File: config.mk
export PLATFORM = sky130hd
export DESIGN_NAME = hotswap_fault_sequencer
export DESIGN_NICKNAME = d
export VERILOG_FILES = /design/src/hdl/hotswap_fault_sequencer_pkg.sv /design/src/hdl/hotswap_fault_sequencer.sv
export VERILOG_INCLUDE_DIRS = /design/src /design/src/hdl
export SDC_FILE = /design/constraint.sdc
export NUM_CORES = 1
export LEC_CHECK = 0
export BUFFER_PORTS_ARGS = -buffer_cell sky130_fd_sc_hd__buf_2
export CAP_MARGIN = 25
export CORE_ASPECT_RATIO = 1.2
export CORE_UTILIZATION = 45
export CTS_CLUSTER_DIAMETER = 100
export DETAILED_ROUTE_END_ITERATION = 10
export PLACE_DENSITY = 0.64
export SETUP_SLACK_MARGIN = 0.15
export SLEW_MARGIN = 20
export SYNTH_ARGS = -nofsm -noshare
export SYNTH_HDL_FRONTEND = slang
export SYNTH_SLANG_ARGS = --single-unit
File: constraint.sdc
create_clock -name i_clk_sys -period 6.23 [get_ports i_clk_sys]
set_input_delay 1.246 -clock i_clk_sys [delete_from_list [all_inputs] [get_ports i_clk_sys]]
set_output_delay 1.246 -clock i_clk_sys [all_outputs]
set_load 0.1 [all_outputs]
File: src/hdl/hotswap_fault_sequencer_map.svh
// offsets, field positions, reset values and timing figures of the sequencer
`ifndef HOTSWAP_FAULT_SEQUENCER_MAP_SVH
`define HOTSWAP_FAULT_SEQUENCER_MAP_SVH

// reference clock in kHz
`define CLK_KHZ 20000

// times in their own units
`define DEBOUNCE_US 4500
`define SHORT_MS 75
`define OVERCUR_MS 75
`define RESTART_MS 9000
`define LIMIT_RESP_US 10
`define SETTLE_US 100
`define PWM_PERIOD_US 10
`define PWM_ON_PCT 20

// cycle counts derived from the times
`define DEBOUNCE_CYC ((`DEBOUNCE_US * `CLK_KHZ + 999) / 1000)
`define SHORT_CYC (`SHORT_MS * `CLK_KHZ)
`define OVERCUR_CYC (`OVERCUR_MS * `CLK_KHZ)
`define RESTART_CYC (`RESTART_MS * `CLK_KHZ)
`define LIMIT_RESP_CYC ((`LIMIT_RESP_US * `CLK_KHZ) / 1000)
`define SETTLE_CYC ((`SETTLE_US * `CLK_KHZ + 999) / 1000)
`define PWM_PERIOD_CYC ((`PWM_PERIOD_US * `CLK_KHZ) / 1000)
`define PWM_ON_CYC ((`PWM_PERIOD_CYC * `PWM_ON_PCT) / 100)

// register offsets
`define REG_STATUS 4'h0
`define REG_MASK 4'h1
`define REG_STATE 4'h2

// event bit positions in status and mask
`define EV_SHORT 0
`define EV_OVERCUR 1
`define EV_THERMAL 2
`define EV_TRIP 3
`define EV_PGOOD 4
`define EV_LOCKOUT 5

// reset values
`define MASK_RESET 8'h00
`define STATUS_RESET 8'h00

`endif

File: src/hdl/hotswap_fault_sequencer_pkg.sv
// types of the hot-swap fault sequencer
package hotswap_fault_sequencer_pkg;

	typedef enum logic [5:0] {
		ST_OFF = 6'h01,
		ST_DEBOUNCE = 6'h02,
		ST_RAMP = 6'h04,
		ST_ON = 6'h08,
		ST_RETRY = 6'h10,
		ST_THERMAL = 6'h20
	} seq_state_e;

	typedef logic [27:0] count_t;

endpackage : hotswap_fault_sequencer_pkg

File: src/hdl/hotswap_fault_sequencer.sv
// hot-swap power sequencer with fault timers and register port
//
// Summary of operation
// - enable input good starts a 4.5 ms debounce before pass turn-on.
// - any bounce low during debounce restarts the debounce from zero.
// - turn-on uses 1.2A limit mode; each 2A trip re-engages that limit.
// - limiting continuously over 75 ms: pass off, 9 s wait, full restart.
// - short_timer runs from debounce end; no drain drop in 75 ms is fault.
// - overload enters limiting at once, 75 ms over-current timer faults.
// - over-current timer clears at once when the overload goes away.
// - after a trip, limiting is commanded within 10 us, held 100 us.
// - over-temperature turns pass off until temperature reset flag.
// - drain within 1V of supply: PWM the pass below 250 mA average.
// - power_good_n driven low only once gate is fully on.
// - after any fault, retry every 9 s forever unless thermal holds off.
//
// Implementation choices: the register addresses and strobed register access.
`include "hotswap_fault_sequencer_map.svh"

module hotswap_fault_sequencer
	import hotswap_fault_sequencer_pkg::*;
#(
	parameter int unsigned DEBOUNCE_CYC = `DEBOUNCE_CYC,
	parameter int unsigned SHORT_CYC = `SHORT_CYC,
	parameter int unsigned OVERCUR_CYC = `OVERCUR_CYC,
	parameter int unsigned RESTART_CYC = `RESTART_CYC,
	parameter int unsigned SETTLE_CYC = `SETTLE_CYC,
	parameter int unsigned PWM_PERIOD_CYC = `PWM_PERIOD_CYC,
	parameter int unsigned PWM_ON_CYC = `PWM_ON_CYC
) (
	input wire logic i_clk_sys,
	input wire logic i_reset,
	input wire logic i_lockout_enable_input,
	input wire logic i_over_limit,
	input wire logic i_breaker_trip_level,
	input wire logic i_drain_dropped,
	input wire logic i_drain_near_supply,
	input wire logic i_gate_full_on,
	input wire logic i_over_temp,
	input wire logic i_temp_reset,
	input wire logic [3:0] i_addr,
	input wire logic [7:0] i_wdata,
	input wire logic i_wr,
	input wire logic i_rd,
	output logic [7:0] o_rdata,
	output logic o_irq,
	output logic o_pass_on,
	output logic o_limit_mode,
	output logic o_power_good_n,
	output logic o_power_good_n_oe
);

	localparam int LIM_RESP_MAX = 4;

	function automatic logic hits(input count_t c, input count_t lim);
		hits = (c >= lim - 28'd1);
	endfunction : hits

	// two-stage synchronisers for the comparator flags
	logic [7:0] pin_meta;
	logic [7:0] pin_sync;
	wire logic [7:0] pin_raw = {i_temp_reset, i_over_temp, i_gate_full_on,
		i_drain_near_supply, i_drain_dropped, i_breaker_trip_level,
		i_over_limit, i_lockout_enable_input};

	always_ff @(posedge i_clk_sys) begin
		if (i_reset) begin
			pin_meta <= 8'h00;
			pin_sync <= 8'h00;
		end else begin
			pin_meta <= pin_raw;
			pin_sync <= pin_meta;
		end
	end

	wire logic uv_ok = pin_sync[0];
	wire logic over_s = pin_sync[1];
	wire logic trip_s = pin_sync[2];
	wire logic dropped_s = pin_sync[3];
	wire logic near_s = pin_sync[4];
	wire logic gate_s = pin_sync[5];
	wire logic hot_s = pin_sync[6];
	wire logic cool_s = pin_sync[7];

	seq_state_e state;
	seq_state_e next_state;
	count_t cnt;
	count_t next_cnt;
	count_t oc_cnt;
	count_t settle;
	count_t pwm_cnt;
	logic trip_d;
	logic uv_d;
	logic ev_short;
	logic ev_oc;
	logic [7:0] status;
	logic [7:0] mask;

	wire logic overload = over_s | trip_s;
	wire logic conducting = (state == ST_RAMP) || (state == ST_ON);
	wire logic oc_expired = overload && hits(oc_cnt, count_t'(OVERCUR_CYC));
	wire count_t next_oc = (overload && conducting) ?
		oc_cnt + 28'd1 : 28'd0;
	wire count_t next_pwm = hits(pwm_cnt, count_t'(PWM_PERIOD_CYC)) ?
		28'd0 : pwm_cnt + 28'd1;
	wire logic trip_rise = trip_s & ~trip_d;
	wire count_t next_settle = (trip_rise && state == ST_ON) ?
		count_t'(SETTLE_CYC) :
		(settle != 28'd0) ? settle - 28'd1 : 28'd0;

	// sequencer
	always_comb begin
		next_state = state;
		next_cnt = cnt + 28'd1;
		ev_short = 1'b0;
		ev_oc = 1'b0;
		case (state)
			ST_OFF: begin
				next_cnt = 28'd0;
				if (uv_ok) begin
					next_state = ST_DEBOUNCE;
				end
			end
			ST_DEBOUNCE: begin
				if (hits(cnt, count_t'(DEBOUNCE_CYC))) begin
					next_state = ST_RAMP;
					next_cnt = 28'd0;
				end
			end
			ST_RAMP: begin
				if (dropped_s) begin
					next_state = ST_ON;
					next_cnt = 28'd0;
				end else if (hits(cnt, count_t'(SHORT_CYC))) begin
					next_state = ST_RETRY;
					next_cnt = 28'd0;
					ev_short = 1'b1;
				end
				if (oc_expired) begin
					next_state = ST_RETRY;
					next_cnt = 28'd0;
					ev_oc = 1'b1;
				end
			end
			ST_ON: begin
				next_cnt = 28'd0;
				if (oc_expired) begin
					next_state = ST_RETRY;
					ev_oc = 1'b1;
				end
			end
			ST_RETRY: begin
				if (hits(cnt, count_t'(RESTART_CYC))) begin
					next_state = ST_OFF;
					next_cnt = 28'd0;
				end
			end
			ST_THERMAL: begin
				next_cnt = 28'd0;
				if (cool_s && !hot_s) begin
					next_state = ST_OFF;
				end
			end
			default: begin
				next_state = ST_OFF;
				next_cnt = 28'd0;
			end
		endcase
		// enable loss aborts turn-on; retry wait runs on regardless
		if (!uv_ok && state != ST_THERMAL && state != ST_RETRY) begin
			next_state = ST_OFF;
			next_cnt = 28'd0;
		end
		if (hot_s) begin
			next_state = ST_THERMAL;
			next_cnt = 28'd0;
		end
	end

	// drive decisions
	wire logic pwm_cut = near_s && (pwm_cnt >= count_t'(PWM_ON_CYC));
	wire logic next_pass = (next_state == ST_RAMP || next_state == ST_ON)
		&& conducting && !pwm_cut;
	wire logic next_limit = (state == ST_RAMP) || (state == ST_ON &&
		(overload || settle != 28'd0));
	wire logic next_pg_oe = (state == ST_ON) && (next_state == ST_ON) &&
		gate_s;

	// interrupt events
	wire logic [7:0] events = {2'b00,
		uv_d & ~uv_ok,
		next_pg_oe & ~o_power_good_n_oe,
		trip_rise & conducting,
		(next_state == ST_THERMAL) && (state != ST_THERMAL),
		ev_oc,
		ev_short};
	wire logic [7:0] clear = (i_wr && i_addr == `REG_STATUS) ?
		i_wdata : 8'h00;
	wire logic [7:0] next_status = (status & ~clear) | events;
	wire logic [7:0] state_view = {1'b0, o_power_good_n_oe,
		6'(state)};
	wire logic [7:0] read_mux =
		(i_addr == `REG_STATUS) ? status :
		(i_addr == `REG_MASK) ? mask :
		(i_addr == `REG_STATE) ? state_view : 8'h00;

	always_ff @(posedge i_clk_sys) begin
		if (i_reset) begin
			state <= ST_OFF;
			cnt <= 28'd0;
			oc_cnt <= 28'd0;
			settle <= 28'd0;
			pwm_cnt <= 28'd0;
			trip_d <= 1'b0;
			uv_d <= 1'b0;
		end else begin
			state <= next_state;
			cnt <= next_cnt;
			oc_cnt <= next_oc;
			settle <= next_settle;
			pwm_cnt <= next_pwm;
			trip_d <= trip_s;
			uv_d <= uv_ok;
		end
	end

	always_ff @(posedge i_clk_sys) begin
		if (i_reset) begin
			o_pass_on <= 1'b0;
			o_limit_mode <= 1'b0;
			o_power_good_n <= 1'b0;
			o_power_good_n_oe <= 1'b0;
		end else begin
			o_pass_on <= next_pass;
			o_limit_mode <= next_limit;
			o_power_good_n <= 1'b0;
			o_power_good_n_oe <= next_pg_oe;
		end
	end

	// register port; set wins over a write-one clear
	always_ff @(posedge i_clk_sys) begin
		if (i_reset) begin
			status <= `STATUS_RESET;
			mask <= `MASK_RESET;
			o_irq <= 1'b0;
			o_rdata <= 8'h00;
		end else begin
			status <= next_status;
			if (i_wr && i_addr == `REG_MASK) begin
				mask <= i_wdata;
			end
			o_irq <= |(next_status & mask);
			o_rdata <= i_rd ? read_mux : 8'h00;
		end
	end

	// checks
	AST_DEBOUNCE_END: assert property (
		@(posedge i_clk_sys) disable iff (i_reset)
		state == ST_DEBOUNCE && uv_ok && !hot_s &&
		cnt == count_t'(DEBOUNCE_CYC - 1) |=> state == ST_RAMP)
		else $error("debounce did not end on time");

	AST_BOUNCE: assert property (
		@(posedge i_clk_sys) disable iff (i_reset)
		state == ST_DEBOUNCE && !uv_ok && !hot_s |=>
		state == ST_OFF && cnt == 28'd0)
		else $error("bounce did not restart debounce");

	AST_RAMP_LIMIT: assert property (
		@(posedge i_clk_sys) disable iff (i_reset)
		state == ST_RAMP |=> o_limit_mode)
		else $error("limit mode missing during turn-on");

	AST_LIMIT_TIMEOUT: assert property (
		@(posedge i_clk_sys) disable iff (i_reset)
		state == ST_RAMP && overload && uv_ok && !hot_s &&
		oc_cnt == count_t'(OVERCUR_CYC - 1) |=> state == ST_RETRY ##1 !o_pass_on)
		else $error("limit timeout did not shut pass off");

	AST_SHORT_FAULT: assert property (
		@(posedge i_clk_sys) disable iff (i_reset)
		state == ST_RAMP && !dropped_s && uv_ok && !hot_s &&
		cnt == count_t'(SHORT_CYC - 1) |=> state == ST_RETRY && status[`EV_SHORT])
		else $error("short fault not declared");

	AST_OC_FAULT: assert property (
		@(posedge i_clk_sys) disable iff (i_reset)
		state == ST_ON && overload && uv_ok && !hot_s &&
		oc_cnt == count_t'(OVERCUR_CYC - 1) |=> state == ST_RETRY &&
		status[`EV_OVERCUR])
		else $error("over-current fault not declared");

	AST_OC_CLEAR: assert property (
		@(posedge i_clk_sys) disable iff (i_reset)
		!overload |=> oc_cnt == 28'd0)
		else $error("over-current timer not cleared");

	AST_TRIP_LIMIT: assert property (
		@(posedge i_clk_sys) disable iff (i_reset)
		$rose(trip_s) && state == ST_ON && uv_ok && !hot_s |->
		##[1:LIM_RESP_MAX] o_limit_mode)
		else $error("trip did not engage limiting");

	AST_SETTLE_HOLD: assert property (
		@(posedge i_clk_sys) disable iff (i_reset)
		state == ST_ON && settle != 28'd0 |=> o_limit_mode)
		else $error("limit dropped before settle time");

	AST_THERMAL_OFF: assert property (
		@(posedge i_clk_sys) disable iff (i_reset)
		hot_s |=> state == ST_THERMAL ##1 !o_pass_on)
		else $error("pass not off on over-temperature");

	AST_PWM_CUT: assert property (
		@(posedge i_clk_sys) disable iff (i_reset)
		near_s && pwm_cnt >= count_t'(PWM_ON_CYC) |=> !o_pass_on)
		else $error("pass on outside pwm window");

	AST_PGOOD: assert property (
		@(posedge i_clk_sys) disable iff (i_reset)
		o_power_good_n_oe |-> $past(gate_s) && !o_power_good_n)
		else $error("power good without full gate");

	AST_PG_RELEASE: assert property (
		@(posedge i_clk_sys) disable iff (i_reset)
		state != ST_ON |=> !o_power_good_n_oe)
		else $error("power good held outside on state");

	AST_RETRY: assert property (
		@(posedge i_clk_sys) disable iff (i_reset)
		state == ST_RETRY && !hot_s &&
		cnt == count_t'(RESTART_CYC - 1) |=> state == ST_OFF)
		else $error("retry did not restart");

	AST_RESET_OFF: assert property (
		@(posedge i_clk_sys)
		i_reset |=> state == ST_OFF && !o_power_good_n_oe && !o_pass_on)
		else $error("reset did not give off state");

	AST_ENABLE_DROP: assert property (
		@(posedge i_clk_sys) disable iff (i_reset)
		!uv_ok && !hot_s && state != ST_THERMAL && state != ST_RETRY |=>
		state == ST_OFF ##1 !o_pass_on && !o_power_good_n_oe)
		else $error("enable drop did not switch off");

endmodule : hotswap_fault_sequencer

==> metrics.txt, run 1 <==
# TYPE chip_impl_metric gauge
chip_impl_info{name="outcome",value="complete, no violations"} 1
chip_impl_metric{name="insertion_delay",unit="ps"} 430
chip_impl_metric{name="core.rowCount",unit=""} 49
chip_impl_metric{name="reg2reg_setup_slack",unit="ps"} 3330
chip_impl_metric{name="track_usage",unit=""} 0.186
chip_impl_metric{name="final_area",unit="sq mm"} 0.00779
chip_impl_metric{name="timing.final.crit_period",unit="ps"} 3140
chip_impl_metric{name="design.portCount",unit=""} 37
chip_impl_metric{name="fin_worst_skew",unit="ps"} 16.7
chip_impl_metric{name="cts.reportedPaths.clkPinSlew",unit="ps"} 60
chip_impl_metric{name="cts_resized",unit=""} 0
chip_impl_metric{name="synth_enable_flop_cells",unit=""} 0
chip_impl_metric{name="die_height",unit="microns"} 137
chip_impl_info{name="layout.cells.most_common_list",value="dfxtp_1, nor2_1, nand2_1"} 1
chip_impl_metric{name="synth_async_sr_flop_share",unit=""} 0
chip_impl_metric{name="starting_density_of_the_core",unit=""} 0.460
chip_impl_metric{name="design_power_total",unit="mW"} 2.59
chip_impl_metric{name="grt_antenna_before_repair",unit=""} 0
chip_impl_metric{name="timing.final.setup_violations",unit=""} 0
chip_impl_metric{name="post_route_cells_drive_above_1_share",unit=""} 0.121
chip_impl_metric{name="cts.htree.levels",unit=""} 4
chip_impl_metric{name="cts.sink_count",unit=""} 164
chip_impl_metric{name="wirelength",unit="microns"} 13900
chip_impl_metric{name="detailedPlace.worstSlack",unit="ps"} 2650
chip_impl_metric{name="diodes",unit=""} 0
chip_impl_info{name="critPathCaptureType",value="flop"} 1
chip_impl_metric{name="hold-worst-slack",unit="ps"} 434
chip_impl_metric{name="cap_viol_max_count",unit=""} 0
chip_impl_info{name="cts-root-buf",value="clkbuf_16"} 1
chip_impl_info{name="reg2reg_to",value="cnt[17]"} 1
chip_impl_metric{name="post_syn_area_per_cell",unit="sq um"} 8.99
chip_impl_metric{name="drt-vias-per-instance",unit=""} 5.21
chip_impl_metric{name="wire_per_inst",unit="microns"} 13.5
chip_impl_metric{name="power_density",unit="mW/mm^2"} 332
chip_impl_info{name="worst_setup_path_endpoint",value="o_irq"} 1
chip_impl_metric{name="min_period_over_period",unit=""} 0.504
chip_impl_metric{name="cts_setup_buffers",unit=""} 0
chip_impl_metric{name="critPathMaxFanout",unit=""} 40
chip_impl_metric{name="max_freq",unit="MHz"} 318
chip_impl_metric{name="grt-ovfl-total",unit=""} 0
chip_impl_metric{name="finalWorstSetupSlack",unit="ps"} 3090
chip_impl_metric{name="violation_count_after_the_first_detailed_route_iteration",unit=""} 302
chip_impl_metric{name="gp_routability_congestion",unit=""} 0.868
chip_impl_info{name="worst_r2r_startpoint",value="cnt[16]"} 1
chip_impl_metric{name="placed_area",unit="sq mm"} 0.00725
chip_impl_metric{name="drc",unit=""} 0
chip_impl_metric{name="global_route_wire_length_before_repair",unit="microns"} 23000
chip_impl_info{name="rsz0062_at_grt",value="no"} 1
chip_impl_metric{name="postCtsHoldBufs",unit=""} 0
chip_impl_metric{name="dr_total_vias",unit=""} 5357
chip_impl_metric{name="final_total_negative_setup_slack",unit="ps"} 0
chip_impl_metric{name="finalMaxSlewViolations",unit=""} 0
chip_impl_metric{name="power.ir.vdd_worst",unit="V"} 0.000222
chip_impl_metric{name="grt_pass1_vias",unit=""} 5071
chip_impl_metric{name="power.leakage",unit="nW"} 2.72
chip_impl_info{name="worst_setup_path_startpoint",value="i_reset"} 1
chip_impl_info{name="setup.worst_path.class",value="primary input to flop"} 1
chip_impl_metric{name="dp.final_hpwl",unit="microns"} 9900
chip_impl_metric{name="critical_path_arrival",unit="ps"} 3510
chip_impl_metric{name="final_antenna_net_count",unit=""} 0
chip_impl_metric{name="timing.reg2reg.worst_path_depth",unit=""} 7
chip_impl_metric{name="timing_worst_slew_pin_value",unit="ps"} 996
chip_impl_metric{name="sequential_fraction_of_the_synthesis_area",unit=""} 0.477
chip_impl_metric{name="yosys_register_bits",unit=""} 164
chip_impl_metric{name="synthesis.area",unit="sq mm"} 0.00688
chip_impl_info{name="class_of_the_tightest_hold_or_removal_check",value="flop to flop"} 1
chip_impl_metric{name="fin_nets",unit=""} 841
chip_impl_info{name="setup.worst_path.start_class",value="primary input"} 1
chip_impl_metric{name="finalHoldViolations",unit=""} 0
chip_impl_metric{name="max-clock-path-buffers",unit=""} 2
chip_impl_metric{name="fp.dieArea",unit="sq mm"} 0.0158
chip_impl_metric{name="yosys_warnings",unit=""} 0
chip_impl_metric{name="netlist_instances",unit=""} 765
chip_impl_metric{name="required",unit="ps"} 6600
chip_impl_metric{name="dieWidth",unit="microns"} 115
chip_impl_info{name="final_common_cell",value="dfxtp_1"} 1
chip_impl_info{name="cts_tree",value="done"} 1
chip_impl_metric{name="slew_headroom",unit=""} 0.336
chip_impl_metric{name="drtPass1Iterations",unit=""} 4
chip_impl_metric{name="numPortBuffers",unit=""} 35
chip_impl_info{name="postSynth.topFlopCell",value="dfxtp_1"} 1
chip_impl_metric{name="cts_inserted_buffers",unit=""} 17
chip_impl_metric{name="area.growth.synth_to_final",unit="%"} 13.2
chip_impl_metric{name="pin_count_of_the_biggest_net_entering_global_routing",unit=""} 41
chip_impl_metric{name="synth_cell_type_count",unit=""} 65
chip_impl_metric{name="placeable_area",unit="sq mm"} 0.0150
-- flip-flops by register name, indices dropped and copies added (netlist names) --
name / count
o_pass_on: 1
o_irq: 1
o_power_good_n_oe: 1
status: 8
uv_d: 1
mask: 8
pin_sync: 8
pwm_cnt: 28
state: 6
cnt: 28
settle: 28
trip_d: 1
o_rdata: 8
pin_meta: 8
oc_cnt: 28
o_limit_mode: 1
-- routing by layer --
layer | wire, microns | track usage | part of all wire
met5 | 0 | 0 | 0
met4 | 212 | 0.0808 | 0.015
met3 | 443 | 0.0422 | 0.032
met2 | 6690 | 0.310 | 0.48
met1 | 6510 | 0.229 | 0.47
-- kinds of logic after synthesis --
group	Yosys count	synth area share
AND/OR/NAND/NOR	365	0.276
flip-flops	164	0.477
AO/OA/AOI/OAI	91	0.0922
XOR/XNOR	76	0.0968
buffers and inverters	54	0.0353
multiplexers	9	0.0131
adder cells (fa/ha/maj)	5	0.00909
other	1	0.000545
-- worst max-delay path: stages --
cell      delay (ps)
buf_2            310
or4_1           1070
or3b_2           610
o311ai_0         110
a2111o_1         130
-- report_power, final --
part	internal (mW)	switching, mW
clock network	0.524	0.435
logic	0.182	0.235
registers	1.14	0.0704
-- through the flow --
| step | std cells | utilization |
|---|---|---|
| floorplan | 785 | - |
| global placement | 997 | 0.484 |
| detailed placement | 997 | 0.484 |
| CTS | 1029 | 0.521 |
| global route | 1029 | 0.521 |
| finish | 1029 | 0.521 |
-- cells in the mapped netlist, types with 5 or more instances --
library cell    n  share of area
dfxtp_1       164           0.48
a31oi_1         6         0.0055
nor2_4          8          0.013
and4_1          5         0.0064
nand4_1        12          0.011
nor3_1         22          0.016
or4_1           8         0.0087
and2_1          6         0.0055
a211oi_1        5         0.0055
ha_1            5         0.0091
nor2b_1        30          0.027
nor2_1        123          0.067
xnor2_1        43          0.055
xor2_1         33          0.042
and3_1         11          0.010
o21ai_0        17          0.012
mux2i_1         9          0.013
o221a_2         7          0.011
nand2b_1        7         0.0064
nor4_1         18          0.016
a21oi_1        26          0.019
nand3_1        36          0.026
inv_1          26          0.014
nand2_1        48          0.026
clkbuf_1       20          0.011
or3_1          11          0.010
-- final cells by class --
cell class                      count  area [sq um]
Timing Repair Buffer               36           183
Sequential cell                   164          3280
Clock buffer                       18           439
Tap cell                          204           255
Fill cell                        1454          7170
Inverter                           26          97.6
Clock inverter                     14           103
Multi-Input combinational cell    567          3430
-- how the worst min path moves through the flow --
stage | from | cells past startpoint | end | slack [ps]
6_report | settle[0] | 1 | settle[0] | 430
5_1_grt | pin_meta[5] | 1 | pin_sync[5] | 460
4_1_cts | settle[0] | 1 | settle[0] | 440
3_5_place_dp | pin_meta[7] | 1 | pin_sync[7] | 430
3_3_place_gp | pin_meta[6] | 1 | pin_sync[6] | 420
2_1_floorplan | settle[0] | 1 | settle[0] | 410
Power figures use the tool's default switching activity.
==> run 2: changes to the inputs <==
--- a/config.mk
+++ b/config.mk
@@ -12,7 +12,7 @@
 export CORE_UTILIZATION = 45
 export CTS_CLUSTER_DIAMETER = 100
 export DETAILED_ROUTE_END_ITERATION = 10
-export PLACE_DENSITY = 0.64
+export PLACE_DENSITY = 0.66
 export SETUP_SLACK_MARGIN = 0.15
 export SLEW_MARGIN = 20
 export SYNTH_ARGS = -nofsm -noshare
==> constraint.sdc (replaced) <==
create_clock -name i_clk_sys -period 2.7 [get_ports i_clk_sys]
set_input_delay 0.54 -clock i_clk_sys [delete_from_list [all_inputs] [get_ports i_clk_sys]]
set_output_delay 0.54 -clock i_clk_sys [all_outputs]
set_load 0.1 [all_outputs]
==> run 2 against run 1 <==
  * Sequential power grew 130%
  * Combinational power is 130% higher
  * Design area increased by 2.6%
  * Register-to-register slack worse by 3000 ps
  * Critical path depth is 1 higher
  * Core utilization increased by 1.3 points
  * Non-clock buffer count rose by 13
==> metrics.txt, run 2 (synthesized netlist as in run 1, its figures left out) <==
# TYPE chip_impl_metric gauge
chip_impl_metric{name="violation_count_after_the_first_detailed_route_iteration",unit=""} 285
chip_impl_info{name="critPathCaptureType",value="flop"} 1
chip_impl_metric{name="drc",unit=""} 0
chip_impl_metric{name="cts.sink_count",unit=""} 164
chip_impl_metric{name="max-clock-path-buffers",unit=""} 2
chip_impl_metric{name="power_density",unit="mW/mm^2"} 787
chip_impl_info{name="cts_tree",value="done"} 1
chip_impl_metric{name="grt_pass1_vias",unit=""} 4931
chip_impl_metric{name="dp.final_hpwl",unit="microns"} 9850
chip_impl_metric{name="final.fill_count",unit=""} 1444
chip_impl_metric{name="power_report.internal_total",unit="mW"} 4.64
chip_impl_metric{name="multiInputGateArea",unit="sq mm"} 0.00343
chip_impl_metric{name="grt_antenna_before_repair",unit=""} 0
chip_impl_info{name="cts-root-buf",value="clkbuf_16"} 1
chip_impl_metric{name="numPortBuffers",unit=""} 35
chip_impl_metric{name="fin_nets",unit=""} 854
chip_impl_metric{name="diodes",unit=""} 0
chip_impl_metric{name="grt-ovfl-total",unit=""} 0
chip_impl_metric{name="die_height",unit="microns"} 137
chip_impl_metric{name="drtPass1Iterations",unit=""} 5
chip_impl_metric{name="power.leakage",unit="nW"} 2.81
chip_impl_metric{name="finalWorstSetupSlack",unit="ps"} 281
chip_impl_metric{name="critPathMaxFanout",unit=""} 9
chip_impl_metric{name="timing.final.crit_period",unit="ps"} 2420
chip_impl_metric{name="final_antenna_net_count",unit=""} 0
chip_impl_metric{name="drt-vias-per-instance",unit=""} 5.07
chip_impl_metric{name="insertion_delay",unit="ps"} 430
chip_impl_info{name="layout.cells.most_common_list",value="dfxtp_1, nor2_1, nand2_1"} 1
chip_impl_metric{name="timing.reg2reg.worst_path_depth",unit=""} 6
chip_impl_metric{name="timing.final.setup_violations",unit=""} 0
chip_impl_info{name="rsz0062_at_grt",value="no"} 1
chip_impl_metric{name="finalHoldViolations",unit=""} 0
chip_impl_metric{name="wire_per_inst",unit="microns"} 13.2
chip_impl_metric{name="global_route_wire_length_before_repair",unit="microns"} 23500
chip_impl_metric{name="design.portCount",unit=""} 37
chip_impl_metric{name="pin_count_of_the_biggest_net_entering_global_routing",unit=""} 29
chip_impl_metric{name="finalMaxSlewViolations",unit=""} 0
chip_impl_metric{name="layout.area.seq",unit="sq mm"} 0.00328
chip_impl_metric{name="max_freq",unit="MHz"} 413
chip_impl_metric{name="cts_setup_buffers",unit=""} 0
chip_impl_metric{name="p_sw_frac",unit=""} 0.262
chip_impl_metric{name="starting_density_of_the_core",unit=""} 0.460
chip_impl_info{name="setup.worst_path.start_class",value="flop"} 1
chip_impl_metric{name="required",unit="ps"} 3080
chip_impl_info{name="final_common_cell",value="dfxtp_1"} 1
chip_impl_metric{name="timing_worst_slew_pin_value",unit="ps"} 657
chip_impl_metric{name="switching_power",unit="mW"} 1.65
chip_impl_info{name="outcome",value="complete, no violations"} 1
chip_impl_metric{name="power.ir.vdd_worst",unit="V"} 0.000422
chip_impl_metric{name="track_usage",unit=""} 0.191
chip_impl_metric{name="cts_inserted_buffers",unit=""} 17
chip_impl_info{name="setup.worst_path.class",value="flop to flop"} 1
chip_impl_metric{name="post_route_cells_drive_above_1_share",unit=""} 0.132
chip_impl_metric{name="fin_worst_skew",unit="ps"} 8.22
chip_impl_metric{name="wirelength",unit="microns"} 13700
chip_impl_metric{name="dieWidth",unit="microns"} 115
chip_impl_metric{name="final_total_negative_setup_slack",unit="ps"} 0
chip_impl_metric{name="dr_total_vias",unit=""} 5287
chip_impl_metric{name="core.rowCount",unit=""} 49
chip_impl_metric{name="placeable_area",unit="sq mm"} 0.0150
chip_impl_metric{name="cts.reportedPaths.clkPinSlew",unit="ps"} 60
chip_impl_metric{name="area.growth.synth_to_final",unit="%"} 16.2
chip_impl_metric{name="min_period_over_period",unit=""} 0.896
chip_impl_metric{name="detailedPlace.worstSlack",unit="ps"} 272
chip_impl_metric{name="gp_routability_congestion",unit=""} 0.826
chip_impl_metric{name="critical_path_arrival",unit="ps"} 2790
chip_impl_metric{name="cap_viol_max_count",unit=""} 0
chip_impl_metric{name="clockPowerShare",unit=""} 0.402
chip_impl_info{name="class_of_the_tightest_hold_or_removal_check",value="primary input to flop"} 1
chip_impl_metric{name="cts.htree.levels",unit=""} 4
chip_impl_metric{name="fp.dieArea",unit="sq mm"} 0.0158
chip_impl_metric{name="seq_power_share",unit=""} 0.443
chip_impl_metric{name="min_path_cells",unit=""} 2
chip_impl_metric{name="slew_headroom",unit=""} 0.550
chip_impl_metric{name="power.share.combinational",unit=""} 0.155
## run 2: per-stage QoR
stage           util  area (sq um)  power, mW  hold WS, ps  instances
3_5_place_dp   0.492          7360       3.80          430       1010
6_report       0.534          7990       6.29          326       1042
2_1_floorplan      -          6950       3.59          413        785
4_1_cts        0.534          7990       6.35          305       1042
3_3_place_gp   0.492          7360       3.78          420       1010
5_1_grt        0.534          7990       6.64          337       1042
## run 2: what timing repair did
item                       in CTS  in global routing
setup endpoints to repair       0                 21
resized for setup               0                  1
hold buffers                    0                  0
## run 2: worst paths after layout
kind / start / end / slack, ps
max: state[1] / o_irq / 280
max reg2reg: state[1] / o_irq / 280
min: i_lockout_enable_input / pin_meta[0] / 330
min reg2reg: pin_sync[5] / o_power_good_n_oe / 440
## run 2: power by group through the flow
stage	Sequential (mW)	Combinational [mW]	Clock, mW
after CTS	2.79	0.975	2.59
after detailed placement	2.84	0.963	0
final	2.79	0.974	2.53
after floorplan	2.81	0.782	0
after global routing	2.82	1.12	2.70
after global placement	2.83	0.951	0
## run 2: final cells by class
cell class / instances / area share
multi-input combinational: 567 / 0.430
sequential: 164 / 0.411
clock buffer: 21 / 0.0564
timing repair buffer: 49 / 0.0366
tap: 204 / 0.0319
clock inverter: 11 / 0.0222
inverter: 26 / 0.0122
## run 2: layer usage
layer | vias to the layer above | global-route usage | share of wire
met3 | 21 | 0.0480 | 0.037
li1 | 2739 | - | -
met4 | 0 | 0.0758 | 0.018
met5 | - | 0 | 0
met1 | 2451 | 0.242 | 0.47
met2 | 76 | 0.312 | 0.48
## run 2: critical path, stage by stage, from the launching register on
cell	delay, ps
dfxtp_1	380
or4_4	570
nor3_1	520
nand2_1	140
or4_1	470
o21ai_2	160
a2111o_1	140
==> run 3: changes to the inputs <==
--- a/config.mk
+++ b/config.mk
@@ -12,6 +12,7 @@
 export CORE_UTILIZATION = 45
 export CTS_CLUSTER_DIAMETER = 100
 export DETAILED_ROUTE_END_ITERATION = 10
+export GPL_TIMING_DRIVEN = 0
 export PLACE_DENSITY = 0.66
 export SETUP_SLACK_MARGIN = 0.15
 export SLEW_MARGIN = 20
==> run 3 against run 2 <==
  * Count of clock-buffer cells in the layout down 2
  * Worst hold slack improved by 5.9 ps
  * Sequential share of layout area shrank 0.34 points
  * Non-clock buffer count is 16 higher
  * Critical path type unchanged
  * Critical endpoint unchanged
==> metrics.txt, run 3 (synthesized netlist as in run 1, its figures left out) <==
# TYPE chip_impl_metric gauge
chip_impl_info{name="outcome",value="complete, no violations"} 1
chip_impl_metric{name="grt_antenna_before_repair",unit=""} 0
chip_impl_metric{name="insertion_delay",unit="ps"} 430
chip_impl_metric{name="dr_total_vias",unit=""} 5390
chip_impl_metric{name="min_period_over_period",unit=""} 0.904
chip_impl_metric{name="power.share.combinational",unit=""} 0.157
chip_impl_metric{name="wire_per_inst",unit="microns"} 13.1
chip_impl_metric{name="cap_viol_max_count",unit=""} 0
chip_impl_metric{name="dieWidth",unit="microns"} 115
chip_impl_metric{name="power_report.internal_total",unit="mW"} 4.65
chip_impl_metric{name="timing_worst_slew_pin_value",unit="ps"} 934
chip_impl_metric{name="diodes",unit=""} 0
chip_impl_metric{name="required",unit="ps"} 3070
chip_impl_info{name="rsz0062_at_grt",value="no"} 1
chip_impl_metric{name="track_usage",unit=""} 0.188
chip_impl_metric{name="final_antenna_net_count",unit=""} 0
chip_impl_info{name="layout.cells.most_common_list",value="dfxtp_1, nor2_1, nand2_1"} 1
chip_impl_metric{name="starting_density_of_the_core",unit=""} 0.460
chip_impl_metric{name="power.ir.vdd_worst",unit="V"} 0.000511
chip_impl_metric{name="die_height",unit="microns"} 137
chip_impl_metric{name="numPortBuffers",unit=""} 35
chip_impl_metric{name="placeable_area",unit="sq mm"} 0.0150
chip_impl_metric{name="pin_count_of_the_biggest_net_entering_global_routing",unit=""} 17
chip_impl_metric{name="drc",unit=""} 0
chip_impl_metric{name="final_area",unit="sq mm"} 0.00806
chip_impl_metric{name="critPathMaxFanout",unit=""} 8
chip_impl_info{name="setup.worst_path.start_class",value="flop"} 1
chip_impl_metric{name="drt-vias-per-instance",unit=""} 5.09
chip_impl_info{name="cts_tree",value="done"} 1
chip_impl_metric{name="timing.final.setup_violations",unit=""} 0
chip_impl_metric{name="switching_power",unit="mW"} 1.66
chip_impl_metric{name="grt_pass1_vias",unit=""} 4861
chip_impl_metric{name="finalHoldViolations",unit=""} 0
chip_impl_metric{name="cp_num_buf_inv",unit=""} 1
chip_impl_metric{name="violation_count_after_the_first_detailed_route_iteration",unit=""} 288
chip_impl_metric{name="area.growth.synth_to_final",unit="%"} 17.1
chip_impl_info{name="setup.worst_path.class",value="flop to flop"} 1
chip_impl_metric{name="global_route_wire_length_before_repair",unit="microns"} 22900
chip_impl_metric{name="post_route_cells_drive_above_1_share",unit=""} 0.133
chip_impl_metric{name="critPathMaxStageDelay",unit="ps"} 510
chip_impl_metric{name="timing.final.crit_period",unit="ps"} 2440
chip_impl_metric{name="post_layout_nonfiller_instances",unit=""} 1058
chip_impl_metric{name="seq_power_share",unit=""} 0.442
chip_impl_metric{name="cts_inserted_buffers",unit=""} 17
chip_impl_metric{name="power.leakage",unit="nW"} 2.83
chip_impl_metric{name="clockPowerShare",unit=""} 0.401
chip_impl_info{name="critPathCaptureType",value="flop"} 1
chip_impl_metric{name="critical_path_arrival",unit="ps"} 2810
chip_impl_info{name="crit_path_top_delay_cell",value="or4_4"} 1
chip_impl_metric{name="max_freq",unit="MHz"} 410
chip_impl_metric{name="placed_area",unit="sq mm"} 0.00738
chip_impl_metric{name="fin_nets",unit=""} 870
chip_impl_metric{name="wirelength",unit="microns"} 13900
chip_impl_metric{name="hold-worst-slack",unit="ps"} 332
chip_impl_info{name="class_of_the_tightest_hold_or_removal_check",value="primary input to flop"} 1
chip_impl_metric{name="dp.final_hpwl",unit="microns"} 9890
chip_impl_info{name="cts-root-buf",value="clkbuf_16"} 1
chip_impl_info{name="critical_path.cell_chain",value="buf_2 > or4_4 > nor3_1 > nand2_1 > or4_1 > o21ai_2 > a2111o_1"} 1
chip_impl_metric{name="cts.reportedPaths.clkPinSlew",unit="ps"} 60
chip_impl_metric{name="utilization",unit=""} 0.539
chip_impl_metric{name="core.rowCount",unit=""} 49
chip_impl_metric{name="finalMaxSlewViolations",unit=""} 0
chip_impl_info{name="final_common_cell",value="dfxtp_1"} 1
chip_impl_metric{name="postCtsHoldBufs",unit=""} 0
chip_impl_metric{name="cts.sink_count",unit=""} 164
chip_impl_metric{name="cts.htree.levels",unit=""} 4
chip_impl_metric{name="drtPass1Iterations",unit=""} 7
chip_impl_metric{name="design_power_total",unit="mW"} 6.31
chip_impl_metric{name="design.portCount",unit=""} 37
chip_impl_metric{name="fp.dieArea",unit="sq mm"} 0.0158
chip_impl_info{name="kind_of_cell_adding_the_most_delay_to_the_critical_path",value="simple AND/OR/NAND/NOR gates"} 1
chip_impl_metric{name="placed_cells",unit=""} 1024
chip_impl_metric{name="gp_routability_congestion",unit=""} 0.846
chip_impl_metric{name="fin_worst_skew",unit="ps"} 6.67
chip_impl_metric{name="max-clock-path-buffers",unit=""} 2
chip_impl_metric{name="p_sw_frac",unit=""} 0.263
chip_impl_metric{name="power_density",unit="mW/mm^2"} 783
chip_impl_metric{name="slew_headroom",unit=""} 0.373
chip_impl_metric{name="grt-ovfl-total",unit=""} 0
## run 3: worst paths after layout
path,start,endpoint,slack (ps),depth (start not counted)
max,state[4],o_irq,260,7
min,i_temp_reset,pin_meta[7],330,2
max reg2reg,state[4],o_irq,260,7
min reg2reg,pin_meta[2],pin_sync[2],430,1
## run 3: final cells by class
class | instances | area (sq um)
Buffer | 28 | 145
Fill cell | 1434 | 6900
Tap cell | 204 | 255
Inverter | 26 | 97.6
Clock buffer | 19 | 443
Clock inverter | 13 | 183
Multi-Input combinational cell | 567 | 3460
Timing Repair Buffer | 37 | 190
Sequential cell | 164 | 3280
## run 3: power by group through the flow
stage	logic [mW]	clock network, mW	registers [mW]
5_1_grt	1.12	2.70	2.81
3_3_place_gp	0.943	0	2.83
3_5_place_dp	0.952	0	2.83
6_report	0.992	2.53	2.79
2_1_floorplan	0.782	0	2.81
4_1_cts	0.962	2.59	2.78
## run 3: routing by layer
layer,up-vias,part of all wire,track usage
met2,99,0.47,0.305
met5,-,0,0
met3,20,0.038,0.0418
li1,2768,-,-
met1,2503,0.48,0.239
met4,0,0.020,0.0823
## run 3: worst reg2reg max path, delay by kind of cell, from the launching register on
family / cells / cell delay [ps]
buf+inv: 1 / 160
compound gates: 2 / 320
simple gates: 4 / 1600
flops: 1 / 300
## run 3: what timing repair did
item | in CTS | in global routing
gates resized for setup | 0 | 7
buffers inserted | 0 | 2
endpoints found under the setup margin | 0 | 45
## run 3: stage by stage
stage / TNS [ps] / setup slack, ps
after detailed placement: -25.9 / -25.9
after floorplan: 0 / 479
final: 0 / 260
after CTS: 0 / 172
after global routing: 0 / 154
after global placement: -16.7 / -16.7
